$ cat src/common/usdb_map.vh
// register offsets, field positions, reset values and timing counts for the shadow data buffer
`ifndef USDB_MAP_VH
`define USDB_MAP_VH
`define USDB_ADDR_W          32
`define USDB_SHADOW_SLOT11   32'h5000_105c
`define USDB_SHADOW_BASE     32'h5000_1030
`define USDB_SHADOW_TOP      32'h5000_106c
`define USDB_CTRL_OFS        32'h5000_1100
`define USDB_LSR_OFS         32'h5000_1104
`define USDB_ISR_OFS         32'h5000_1108
`define USDB_IMR_OFS         32'h5000_110c
`define USDB_CTRL_FIFO_EN    0
`define USDB_CTRL_IR_MODE    1
`define USDB_LSR_DR          0
`define USDB_LSR_OE          1
`define USDB_LSR_TX_HOLDING_EMPTY_FLAG        5
`define USDB_LSR_TEMT        6
`define USDB_EV_RX           0
`define USDB_EV_OVR          1
`define USDB_EV_TX_HOLDING_EMPTY_FLAG         2
`define USDB_EV_TXLOST       3
`define USDB_RESET_DATA      16'h0000
`define USDB_BAUD_NS         26042
`define USDB_CLK_NS          25
`define USDB_BIT_CYC         ((`USDB_BAUD_NS + `USDB_CLK_NS - 1) / `USDB_CLK_NS)
`define USDB_FIFO_DEPTH      16
`endif

$ cat src/design/usdb_top.v
// shadow receive/transmit data port of a uart with serial and infrared lines
//
// Decided for this implementation: the plain strobed port.
`timescale 1ns/1ps
`default_nettype none
`include "usdb_map.vh"
module usdb_top #(
	parameter DEPTH = `USDB_FIFO_DEPTH,
	parameter AW = 4,
	parameter BIT_CYC = `USDB_BIT_CYC
) (
	input  wire        sys_clk,
	input  wire        nrst,
	input  wire [31:0] addr,
	input  wire [31:0] wdata,
	input  wire        wr,
	input  wire        rd,
	output reg  [31:0] rdata,
	input  wire        serial_in,
	input  wire        ir_in,
	output reg         serial_out,
	output reg         ir_out_n,
	output reg         irq
);
	localparam [15:0] BITC = BIT_CYC[15:0];
	localparam [3:0] S_IDLE = 4'b0001;
	localparam [3:0] S_START = 4'b0010;
	localparam [3:0] S_DATA = 4'b0100;
	localparam [3:0] S_STOP = 4'b1000;
	reg  [1:0]  ctrl;
	reg  [3:0]  isr;
	reg  [3:0]  imr;
	reg         overrun;
	reg  [7:0]  rx_hold;
	reg         rx_hold_valid;
	reg  [7:0]  tx_hold;
	reg         tx_hold_full;
	reg  [3:0]  rx_state;
	reg  [15:0] rx_cnt;
	reg  [2:0]  rx_bit;
	reg  [7:0]  rx_shift;
	reg         rx_done;
	reg  [7:0]  rx_byte;
	reg  [3:0]  tx_state;
	reg  [15:0] tx_cnt;
	reg  [2:0]  tx_bit;
	reg  [7:0]  tx_shift;
	reg         tx_line;
	reg         rx_s1;
	reg         rx_s2;
	reg         tx_holding_empty_flag_prev;
	wire        fifo_en;
	wire        ir_mode;
	wire        rx_line;
	wire        shadow_hit;
	wire        data_rd;
	wire        data_wr;
	wire [7:0]  rxf_head;
	wire        rxf_full;
	wire        rxf_empty;
	wire [7:0]  txf_head;
	wire        txf_full;
	wire        txf_empty;
	wire        data_ready;
	wire        tx_holding_empty_flag;
	wire        tx_have;
	wire        tx_take;
	wire        rx_drop;
	wire        tx_lost;
	wire [3:0]  next_isr;
	wire [7:0]  line_status_reg;
	assign fifo_en = ctrl[`USDB_CTRL_FIFO_EN];
	assign ir_mode = ctrl[`USDB_CTRL_IR_MODE];
	assign rx_line = rx_s2;
	assign shadow_hit = (addr >= `USDB_SHADOW_BASE) && (addr <= `USDB_SHADOW_TOP)
		&& (addr[1:0] == 2'b00);
	assign data_rd = rd && shadow_hit;
	assign data_wr = wr && shadow_hit;
	assign data_ready = fifo_en ? !rxf_empty : rx_hold_valid;
	assign tx_holding_empty_flag = fifo_en ? !txf_full && txf_empty : !tx_hold_full;
	assign tx_have = fifo_en ? !txf_empty : tx_hold_full;
	assign tx_take = (tx_state == S_IDLE) && tx_have;
	assign rx_drop = rx_done && (fifo_en ? rxf_full : rx_hold_valid && !data_rd);
	assign tx_lost = data_wr && fifo_en && txf_full;
	assign line_status_reg = {1'b0, tx_state == S_IDLE && !tx_have, tx_holding_empty_flag, 3'b000, overrun, data_ready};
	assign next_isr = {tx_lost, tx_holding_empty_flag && !tx_holding_empty_flag_prev, rx_drop, rx_done};
	usdb_fifo #(.W(8), .DEPTH(DEPTH), .AW(AW)) u_rxf (
		.sys_clk   (sys_clk),
		.nrst      (nrst),
		.clr       (!fifo_en),
		.push      (rx_done && fifo_en),
		.push_data (rx_byte),
		.pop       (data_rd && fifo_en),
		.head      (rxf_head),
		.full      (rxf_full),
		.empty     (rxf_empty)
	);
	usdb_fifo #(.W(8), .DEPTH(DEPTH), .AW(AW)) u_txf (
		.sys_clk   (sys_clk),
		.nrst      (nrst),
		.clr       (!fifo_en),
		.push      (data_wr && fifo_en),
		.push_data (wdata[7:0]),
		.pop       (tx_take && fifo_en),
		.head      (txf_head),
		.full      (txf_full),
		.empty     (txf_empty)
	);
	// registers, read data and interrupt
	always @(posedge sys_clk) begin
		if (!nrst) begin
			ctrl <= 2'b00;
			imr <= 4'h0;
			isr <= 4'h0;
			overrun <= 1'b0;
			rdata <= 32'h0000_0000;
			irq <= 1'b0;
			tx_holding_empty_flag_prev <= 1'b1;
			rx_s1 <= 1'b1;
			rx_s2 <= 1'b1;
		end else begin
			// both lines idle high, so the infrared level needs no inversion
			rx_s1 <= ir_mode ? ir_in : serial_in;
			rx_s2 <= rx_s1;
			tx_holding_empty_flag_prev <= tx_holding_empty_flag;
			if (wr && addr == `USDB_CTRL_OFS) begin
				ctrl <= wdata[1:0];
			end
			if (wr && addr == `USDB_IMR_OFS) begin
				imr <= wdata[3:0];
			end
			// set wins over the read-clear
			if (rd && addr == `USDB_ISR_OFS) begin
				isr <= next_isr;
			end else begin
				isr <= isr | next_isr;
			end
			if (rx_drop) begin
				overrun <= 1'b1;
			end else if (rd && addr == `USDB_LSR_OFS) begin
				overrun <= 1'b0;
			end
			irq <= |(((rd && addr == `USDB_ISR_OFS) ? next_isr : (isr | next_isr)) & imr);
			rdata <= 32'h0000_0000;
			if (data_rd) begin
				rdata <= {24'h00_0000, fifo_en ? rxf_head : rx_hold};
			end else if (rd && addr == `USDB_CTRL_OFS) begin
				rdata <= {30'h0000_0000, ctrl};
			end else if (rd && addr == `USDB_LSR_OFS) begin
				rdata <= {24'h00_0000, line_status_reg};
			end else if (rd && addr == `USDB_ISR_OFS) begin
				rdata <= {28'h000_0000, isr};
			end else if (rd && addr == `USDB_IMR_OFS) begin
				rdata <= {28'h000_0000, imr};
			end
		end
	end
	// non-fifo holding registers
	always @(posedge sys_clk) begin
		if (!nrst || fifo_en) begin
			rx_hold <= 8'h00;
			rx_hold_valid <= 1'b0;
			tx_hold <= 8'h00;
			tx_hold_full <= 1'b0;
		end else begin
			if (rx_done) begin
				rx_hold <= rx_byte;
				rx_hold_valid <= 1'b1;
			end else if (data_rd) begin
				rx_hold_valid <= 1'b0;
			end
			if (data_wr) begin
				tx_hold <= wdata[7:0];
				tx_hold_full <= 1'b1;
			end else if (tx_take) begin
				tx_hold_full <= 1'b0;
			end
		end
	end
	// receiver: 8n1, mid-bit sampling
	always @(posedge sys_clk) begin
		if (!nrst) begin
			rx_state <= S_IDLE;
			rx_cnt <= 16'h0000;
			rx_bit <= 3'd0;
			rx_shift <= 8'h00;
			rx_done <= 1'b0;
			rx_byte <= 8'h00;
		end else begin
			rx_done <= 1'b0;
			case (rx_state)
				S_IDLE: begin
					if (!rx_line) begin
						rx_cnt <= {1'b0, BITC[15:1]};
						rx_state <= S_START;
					end
				end
				S_START: begin
					if (rx_cnt != 16'h0000) begin
						rx_cnt <= rx_cnt - 1'b1;
					end else if (rx_line) begin
						rx_state <= S_IDLE;
					end else begin
						rx_cnt <= BITC - 1'b1;
						rx_bit <= 3'd0;
						rx_state <= S_DATA;
					end
				end
				S_DATA: begin
					if (rx_cnt != 16'h0000) begin
						rx_cnt <= rx_cnt - 1'b1;
					end else begin
						rx_shift <= {rx_line, rx_shift[7:1]};
						rx_cnt <= BITC - 1'b1;
						rx_bit <= rx_bit + 1'b1;
						if (rx_bit == 3'd7) begin
							rx_state <= S_STOP;
						end
					end
				end
				S_STOP: begin
					if (rx_cnt != 16'h0000) begin
						rx_cnt <= rx_cnt - 1'b1;
					end else begin
						rx_byte <= rx_shift;
						rx_done <= rx_line;
						rx_state <= S_IDLE;
					end
				end
				default: begin
					rx_state <= S_IDLE;
				end
			endcase
		end
	end
	// transmitter; infrared pulse shaping is left out, ir_out_n carries the line level without inversion
	always @(posedge sys_clk) begin
		if (!nrst) begin
			tx_state <= S_IDLE;
			tx_cnt <= 16'h0000;
			tx_bit <= 3'd0;
			tx_shift <= 8'h00;
			tx_line <= 1'b1;
			serial_out <= 1'b1;
			ir_out_n <= 1'b1;
		end else begin
			serial_out <= ir_mode ? 1'b1 : tx_line;
			ir_out_n <= ir_mode ? tx_line : 1'b1;
			case (tx_state)
				S_IDLE: begin
					tx_line <= 1'b1;
					if (tx_take) begin
						tx_shift <= fifo_en ? txf_head : tx_hold;
						tx_cnt <= BITC - 1'b1;
						tx_line <= 1'b0;
						tx_state <= S_START;
					end
				end
				S_START: begin
					if (tx_cnt != 16'h0000) begin
						tx_cnt <= tx_cnt - 1'b1;
					end else begin
						tx_cnt <= BITC - 1'b1;
						tx_line <= tx_shift[0];
						tx_bit <= 3'd0;
						tx_state <= S_DATA;
					end
				end
				S_DATA: begin
					if (tx_cnt != 16'h0000) begin
						tx_cnt <= tx_cnt - 1'b1;
					end else begin
						tx_cnt <= BITC - 1'b1;
						tx_shift <= {1'b1, tx_shift[7:1]};
						tx_bit <= tx_bit + 1'b1;
						tx_line <= (tx_bit == 3'd7) ? 1'b1 : tx_shift[1];
						if (tx_bit == 3'd7) begin
							tx_state <= S_STOP;
						end
					end
				end
				S_STOP: begin
					if (tx_cnt != 16'h0000) begin
						tx_cnt <= tx_cnt - 1'b1;
					end else begin
						tx_state <= S_IDLE;
					end
				end
				default: begin
					tx_state <= S_IDLE;
				end
			endcase
		end
	end
endmodule
`default_nettype wire

$ cat src/design/usdb_fifo.v
// byte fifo with push/pop, full/empty and head output
`timescale 1ns/1ps
`default_nettype none
module usdb_fifo #(
	parameter W = 8,
	parameter DEPTH = 16,
	parameter AW = 4
) (
	input  wire         sys_clk,
	input  wire         nrst,
	input  wire         clr,
	input  wire         push,
	input  wire [W-1:0] push_data,
	input  wire         pop,
	output wire [W-1:0] head,
	output wire         full,
	output wire         empty
);
	reg [W-1:0] mem [0:DEPTH-1];
	reg [AW-1:0] rd_ptr;
	reg [AW-1:0] wr_ptr;
	reg [AW:0]   count;
	wire do_push;
	wire do_pop;
	assign full = (count == DEPTH[AW:0]);
	assign empty = (count == {(AW+1){1'b0}});
	assign head = mem[rd_ptr];
	assign do_push = push && !full;
	assign do_pop = pop && !empty;
	always @(posedge sys_clk) begin
		if (do_push) begin
			mem[wr_ptr] <= push_data;
		end
	end
	always @(posedge sys_clk) begin
		if (!nrst || clr) begin
			rd_ptr <= {AW{1'b0}};
			wr_ptr <= {AW{1'b0}};
			count <= {(AW+1){1'b0}};
		end else begin
			if (do_push) begin
				wr_ptr <= (wr_ptr == DEPTH[AW-1:0] - 1'b1 && DEPTH < (1 << AW)) ? {AW{1'b0}} : wr_ptr + 1'b1;
			end
			if (do_pop) begin
				rd_ptr <= (rd_ptr == DEPTH[AW-1:0] - 1'b1 && DEPTH < (1 << AW)) ? {AW{1'b0}} : rd_ptr + 1'b1;
			end
			if (do_push && !do_pop) begin
				count <= count + 1'b1;
			end else if (do_pop && !do_push) begin
				count <= count - 1'b1;
			end
		end
	end
endmodule
`default_nettype wire

$ cat config.mk
export PLATFORM = sky130hd
export DESIGN_NAME = usdb_top
export DESIGN_NICKNAME = d
export VERILOG_FILES = /design/src/design/usdb_top.v /design/src/design/usdb_fifo.v
export VERILOG_INCLUDE_DIRS = /design/src /design/src/common
export SDC_FILE = /design/constraint.sdc
export NUM_CORES = 1
export LEC_CHECK = 0
export BUFFER_PORTS_ARGS = -buffer_cell sky130_fd_sc_hd__buf_2
export CAP_MARGIN = 25
export CORE_MARGIN = 5
export CORE_UTILIZATION = 55
export DETAILED_ROUTE_END_ITERATION = 16
export PLACE_DENSITY = 0.74
export SKIP_LAST_GASP = 1
export SLEW_MARGIN = 10
export SYNTH_ARGS = -nofsm -noshare
export SYNTH_HDL_FRONTEND = slang
export SYNTH_SLANG_ARGS = --single-unit
$ cat constraint.sdc
create_clock -name sys_clk -period 5.1 [get_ports sys_clk]
set_input_delay 0.255 -clock sys_clk [delete_from_list [all_inputs] [get_ports sys_clk]]
set_output_delay 0.255 -clock sys_clk [all_outputs]
set_load 0.02 [all_outputs]
# Yosys cells after proc, flatten, opt, wreduce, memory -nomap -nowiden
# Memory sizes are Yosys's and may differ from the RTL's. A register that Yosys moved wholly into a read port is not among the register bits.
# Index checks and enable logic that the tools add are counted.
[totals]
reg_bits = 165
latch_bits = 0
ram_bits = 256
romBits = 0
in_bits = 70
output_inout_bits = 35
wordCells = 230
mem_count = 2
[mem_list]
columns = ["name", "depth", "word_bits", "read_ports", "rd_ports_with_merged_regs", "write_ports", "line", "text"]
rows = [
  ["u_rxf.mem", 16, 8, 1, 1, 1, "usdb_fifo.v:19", "reg [W-1:0] mem [0:DEPTH-1];"],
  ["u_txf.mem", 16, 8, 1, 1, 1, "usdb_fifo.v:19", ""],
]
[op_classes]
add_sub_neg = 12
mul = 0
div_mod_pow = 0
n_lt_le_gt_ge = 2
n_eq_ne = 30
shifts = 0
muxes = 69
bitwise = 5
reduce_logical = 77
[ops]
columns = ["op", "count"]
rows = [
  ["$eq 32x31->1 const B", 4],
  ["$mux 16", 8],
  ["$mux 4", 17],
  ["$pmux 16 s4", 1],
  ["$pmux 16 s3", 1],
  ["$mux 8", 5],
  ["$ge 32x31->1 const B", 1],
  ["$le 32x31->1 const B", 1],
  ["$pmux 4 s4", 2],
  ["$reduce_bool 16->1", 2],
  ["$sub 16x1->16 const B", 2],
  ["$logic_and 1x1->1", 29],
  ["$ne 2x2->1 const B", 13],
  ["$mux 5", 4],
  ["$mux 1", 19],
  ["$mux 3", 6],
  ["$add 4x1->4 const B", 4],
  ["$pmux 8 s2", 1],
  ["$reduce_bool 2->1", 8],
  ["$logic_not 1->1", 14],
  ["$mux 7", 2],
  ["$pmux 3 s2", 2],
  ["$reduce_and 3->1", 4],
  ["$add 5x1->5 const B", 2],
  ["25 further kinds", 43],
]

# Longest topological paths before layout
[logic_depth]
depth_word = 12
depth_mapped = 16
mapped_depth_nobuf = 14

# By module
# A second synthesis with hierarchy kept.
[unflattened]
hier_cells = 1291
hier_area_um2 = 17192.7
[modules_own_cells]
columns = ["module", "n_inst", "cells_each", "area_each_um2", "seq_area_each_um2"]
rows = [
  ["usdb_fifo", 2, 310, 5723.0, 4184.0],
  ["usdb_top", 1, 671, 5746.8, 2302.2],
]

# Least setup slack after synthesis
# Ideal clock, no wire load.
[synth_path]
path_type = "reg2reg"
from = "register tx_state[1]"
to = "register u_txf.count[4]"
arrival_time_ns = 3.104
t_required_ns = 5.030
setup_slack_ns = 1.926
stages_incl_launch_ff = 14
n_path_buf = 2
path_cell_list = "dfxtp_1 > buf_2 > or4b_2 > a211oi_1 > buf_2 > inv_1 > ha_1 > inv_1 > ha_1 > a21o_1 > a21oi_1 > xnor2_1 > or3_1 > a21oi_1"
[synth_between]
elab_chain_cells = 7
word_cells_on_any_way = 9
[synth_lines]
columns = ["item", "line", "text"]
rows = [
  ["start: declaration", "usdb_top.v:44", "reg [3:0] tx_state;"],
  ["start signal: assignment", "usdb_top.v:239", "tx_state <= S_IDLE;"],
  ["start signal: assignment", "usdb_top.v:256", "tx_state <= S_START;"],
  ["start signal: assignment", "usdb_top.v:266", "tx_state <= S_DATA;"],
  ["$eq 4x1->1 *", "usdb_top.v:82", "assign tx_take = (tx_state == S_IDLE) && tx_have;"],
  ["$logic_and 1x1->1 *", "usdb_top.v:82", ""],
  ["$logic_and 1x1->1 *", "usdb_top.v:104", ".pop (tx_take && fifo_en),"],
  ["$logic_and 1x1->1 *", "usdb_fifo.v:29", "assign do_pop = pop && !empty;"],
  ["$logic_not 1->1", "usdb_fifo.v:47", "if (do_push && !do_pop) begin"],
  ["$logic_and 1x1->1", "usdb_fifo.v:47", ""],
  ["$mux 5 / $reduce_bool 2->1 (equally long branches)", "-", ""],
  ["end signal: assignment", "usdb_fifo.v:39", "count <= {(AW+1){1'b0}};"],
  ["end signal: assignment", "usdb_fifo.v:48", "count <= count + 1'b1;"],
  ["end signal: assignment", "usdb_fifo.v:50", "count <= count - 1'b1;"],
  ["end: declaration", "usdb_fifo.v:22", "reg [AW:0] count;"],
]
# Every way passes the cells marked *; elsewhere a longest branch is shown, timed or not.
# A chain may end at the register's enable or synchronous reset.

# Worst setup path in the final report
[layout_path]
from = "register u_txf.count[0]"
to = "register u_txf.count[4]"
[layout_between]
word_cells_on_any_way = 18
[layout_lines]
columns = ["item", "line", "text"]
rows = [
  ["$eq 5x5->1 *", "usdb_fifo.v:25", "assign full = (count == DEPTH[AW:0]);"],
  ["$logic_not 1->1 *", "usdb_fifo.v:28", "assign do_push = push && !full;"],
  ["$logic_and 1x1->1 *", "usdb_fifo.v:28", ""],
  ["via u_txf.do_push", "usdb_fifo.v:23", "wire do_push;"],
  ["$logic_not 1->1", "usdb_fifo.v:49", "end else if (do_pop && !do_push) begin"],
  ["$logic_and 1x1->1", "usdb_fifo.v:49", ""],
  ["$reduce_bool 2->1 (no line)", "-", ""],
]
# The timed path passes the listed nets; every way through them passes the cells marked *. The select of a mux whose other input is x is not followed.

==> summary.txt <==
Run status
  • Outcome: finished clean

Floorplanning
  • Placeable Area: slightly above 0.03 mm2
  • Initial Utilization: a little under three fifths
  • Die X: around 190 um
  • Boundary pin count: between 100 and 150
  • Die Area: approximately 0.035 mm2
  • Die Height: about 190 um
  • Row cnt: 64

Drt
  • Vias: between 10k and 15k
  • Routed length per instance: around 20 um
  • Iteration-0 DRC count of the detailed router: 1057
  • Detailed Routing Iterations Pass 1: 6
  • DRC: 0
  • Routed Antenna Nets: 0
  • Total routed wirelength: ~35000 um
  • Vias per inst: between 5 and 6

Synth
  • Post-synthesis sequential area ratio: 62.5%
  • Yosys top cell area share: between 40% and 50%
  • Synthesis Warnings: 0
  • Mapped cell area: roughly 0.017 mm2
  • EDFF count, synth: 256
  • Synth area leaders: edfxtp_1, dfxtp_1, mux4_2
  • Mapped Avg Cell Area: 13.3 um2
  • Seq cells post-synth: between 400 and 500
  • Top_reg_cell synth: edfxtp_1
  • Cells after synthesis: approximately 1.3k
  • Cell taking the most area after synthesis: edfxtp_1
  • Synth async-reset ratio: 0%
  • Count leader, synth: edfxtp_1
  • Yosys cell types: between 70 and 80
  • Synth cell count leaders: edfxtp_1, dfxtp_1, nor2_1

Global route
  • Grt ovf: 0
  • All-Layer GR Usage: 20.2%
  • First-pass GRT wire length: approximately 55000 um
  • Vias in the first global route: slightly above 10k
  • Number of antenna violations at the first check in global routing: 0
  • Largest net degree at the start of global routing: 37

Worst setup path
  • Worst Path Buf+Inv: 2
  • CP max-delay cell: nor4_1
  • Crit Path Class: reg2reg
  • Crit start category: register
  • Arr. time, crit path: ~4 ns
  • Delay-heaviest family, CP: simple AND/OR/NAND/NOR gates
  • Worst path max stage delay: about 0.86 ns
  • Crit path cell chain: nor4_1, nand2_1, nand3_2, inv_1, ha_1, inv_1, ha_1, a21o_1, a21oi_1, xnor2_1, or3_1, a21oi_1
  • Cells on worst reg2reg path: 12
  • CP Max Fanout: 11
  • Stages on worst setup path: 12
  • Setup crit end kind: register
  • Worst Path Required: approximately 5.5 ns

Power and ir drop
  • Combinational share of power: 1.9%
  • Leak: between 6 and 7 nW
  • Pwr per Cell Area: between 300 and 400 mW/mm2
  • Sequential share of power: a little over half
  • Switching Share: 19.6%
  • Overall power: roughly 6.6 mW
  • Max VDD drop: 281 uV
  • P_int: roughly 5.3 mW
  • Sw Pwr: around 1.3 mW
  • Clock network fraction of design power: a little under half

Place
  • GPL Wtd Cong: approximately 0.8
  • Dpl hpwl: about 23000 um
  • Port Buf Inserts: 56
  • Dpl cells: 1692
  • Area after DPL: 0.0176 mm2

STA
  • Fmax: between 0.2 and 0.3 GHz
  • Final Cycle Share: 69.6%
  • RSZ-0062 raised after global routing: false
  • Endpoints failing setup: 0
  • Setup Skew: roughly 0.018 ns
  • Post-route setup TNS: 0 ns
  • Hold Slack: between 0.1 and 0.15 ns
  • Final min period: about 3.5 ns
  • Relative slew slack: a little under a third
  • Final Max Slew Viols: 0
  • Worst-margin pin slew: 1.03 ns
  • Final Hold Fails: 0

Layout
  • Cell area after layout: approximately 0.019 mm2
  • Post-Layout Cell Count: ~1.8k
  • Layout cells sized above 1: between 10% and 20%
  • Nets: 1439
  • Antenna Cells: 0
  • Layout area overhead: 11.4%

Run
  • Max Cap Viol: 0

Worst hold path
  • Min-delay worst type: in2reg
  • Hold Crit Depth: 3

Clock network
  • H-tree depth: 2
  • CTS Buf Count: 42
  • CTS tree: built
  • Clock latency on the worst-skew pair: ~0.53 ns
  • Post-CTS Setup Inserts: 0
  • CTS sink count: a little over 400
  • CTS clk-pin slew, worst paths: 0.06 ns
  • Max Root-Sink Buffers: 3
  • CTS Root Cell: clkbuf_16
==> per-stage QoR <==
| stage | utilization (%) | setup slack (ns) |
|---|---|---|
| after CTS | 62.1 | 1.58 |
| after global routing | 62.1 | 1.29 |
| final | 62.1 | 1.55 |
| after detailed placement | 57.6 | 1.45 |
| after global placement | 57.6 | 1.53 |
| after floorplan | - | 1.93 |
==> cell usage in the layout, fill, tap and decap left out, types with 4 or more instances in the layout <==
cell type,instances
o22ai_1,6
ha_1,25
nor2b_1,4
xor2_1,22
a222oi_1,7
a31oi_1,7
o21ai_0,24
nand3_1,24
nor4_2,4
edfxtp_1,256
and2_1,8
a21oi_1,93
a21o_1,6
or3_1,8
buf_4,23
or2_2,4
xnor2_1,13
nor3_1,23
inv_1,37
buf_2,56
conb_1,24
nor2_1,118
clkbuf_1,10
nor4_1,27
a211oi_1,4
nand4_1,12
mux2i_1,27
nand2_1,116
mux4_2,76
nand2b_1,12
dfxtp_1,146
and3_1,9
bufinv_16,4
clkinv_2,11
nor4b_1,4
clkbuf_8,4
a22oi_1,13
clkbuf_16,43
==> layer usage <==
| metal | global-route usage (%) | part of all wire, % |
|---|---|---|
| met3 | 3.29 | 6.4 |
| met1 | 30.7 | 46 |
| met4 | 4.17 | 1.5 |
| met2 | 31.5 | 46 |
| met5 | 0 | 0 |
==> worst min-delay path, delay by kind of cell <==
kind                   cells  cell delay [ns]
buffers and inverters      1             0.19
AND/OR/NAND/NOR            1             0.09
AO/OA/AOI/OAI              1             0.05
==> final timing paths <==
kind / slack, ns / from / end
worst max register to register: 1.55 / u_txf.count[0] / u_txf.count[4]
worst min register to register: 0.41 / rx_s1 / rx_line
worst min-delay path: 0.12 / wdata[6] / tx_hold[6]
worst max-delay path: 1.55 / u_txf.count[0] / u_txf.count[4]
==> final cells by class <==
| class | count | area, um2 |
|---|---|---|
| fillers | 2263 | 11600 |
| flip-flops and latches | 405 | 10700 |
| multi-input cells | 774 | 5850 |
| clock buffers | 57 | 1170 |
| well taps | 396 | 495 |
| repair buffers | 81 | 473 |
| clock inverters | 20 | 203 |
| inverters | 38 | 143 |
==> state kept, by name (all words and copies together) (netlist names), 8 cells and up, named ones only <==
signal,cells
u_rxf.mem,128
u_txf.mem,128
rx_cnt,16
tx_cnt,16
rdata,8
rx_byte,8
rx_hold,8
rx_shift,8
tx_hold,8
tx_shift,8
==> repair_timing <==
| item | 4_1_cts | 5_1_grt |
|---|---|---|
| hold buffers | 2 | 0 |
| hold endpoints to repair | 1 | 0 |
| gates resized for setup | 0 | 0 |
| endpoints found under the setup margin | 0 | 0 |
==> power groups by stage <==
stage          logic [mW]  clock network (mW)  registers, mW
4_1_cts             0.124                3.06           3.47
3_5_place_dp        0.121                   0           3.54
6_report            0.124                3.01           3.47
3_3_place_gp        0.118                   0           3.54
2_1_floorplan      0.0874                   0           3.54
5_1_grt             0.138                3.21           3.46
==> cell families (layout without fill, tap and decap cells) <==
group / count (synthesis) / count (layout) / synth area share [%]
AO/OA/AOI/OAI: 190 / 190 / 6.95
adder cells (fa/ha/maj): 27 / 27 / 2.07
other: 1 / 24 / 0.0220
buffers and inverters: 126 / 196 / 3.71
multiplexers: 104 / 104 / 11.7
XOR/XNOR: 35 / 35 / 1.80
flip-flops: 405 / 405 / 62.5
AND/OR/NAND/NOR: 394 / 394 / 11.3
No activity file was read; power rests on OpenSTA's default activity.
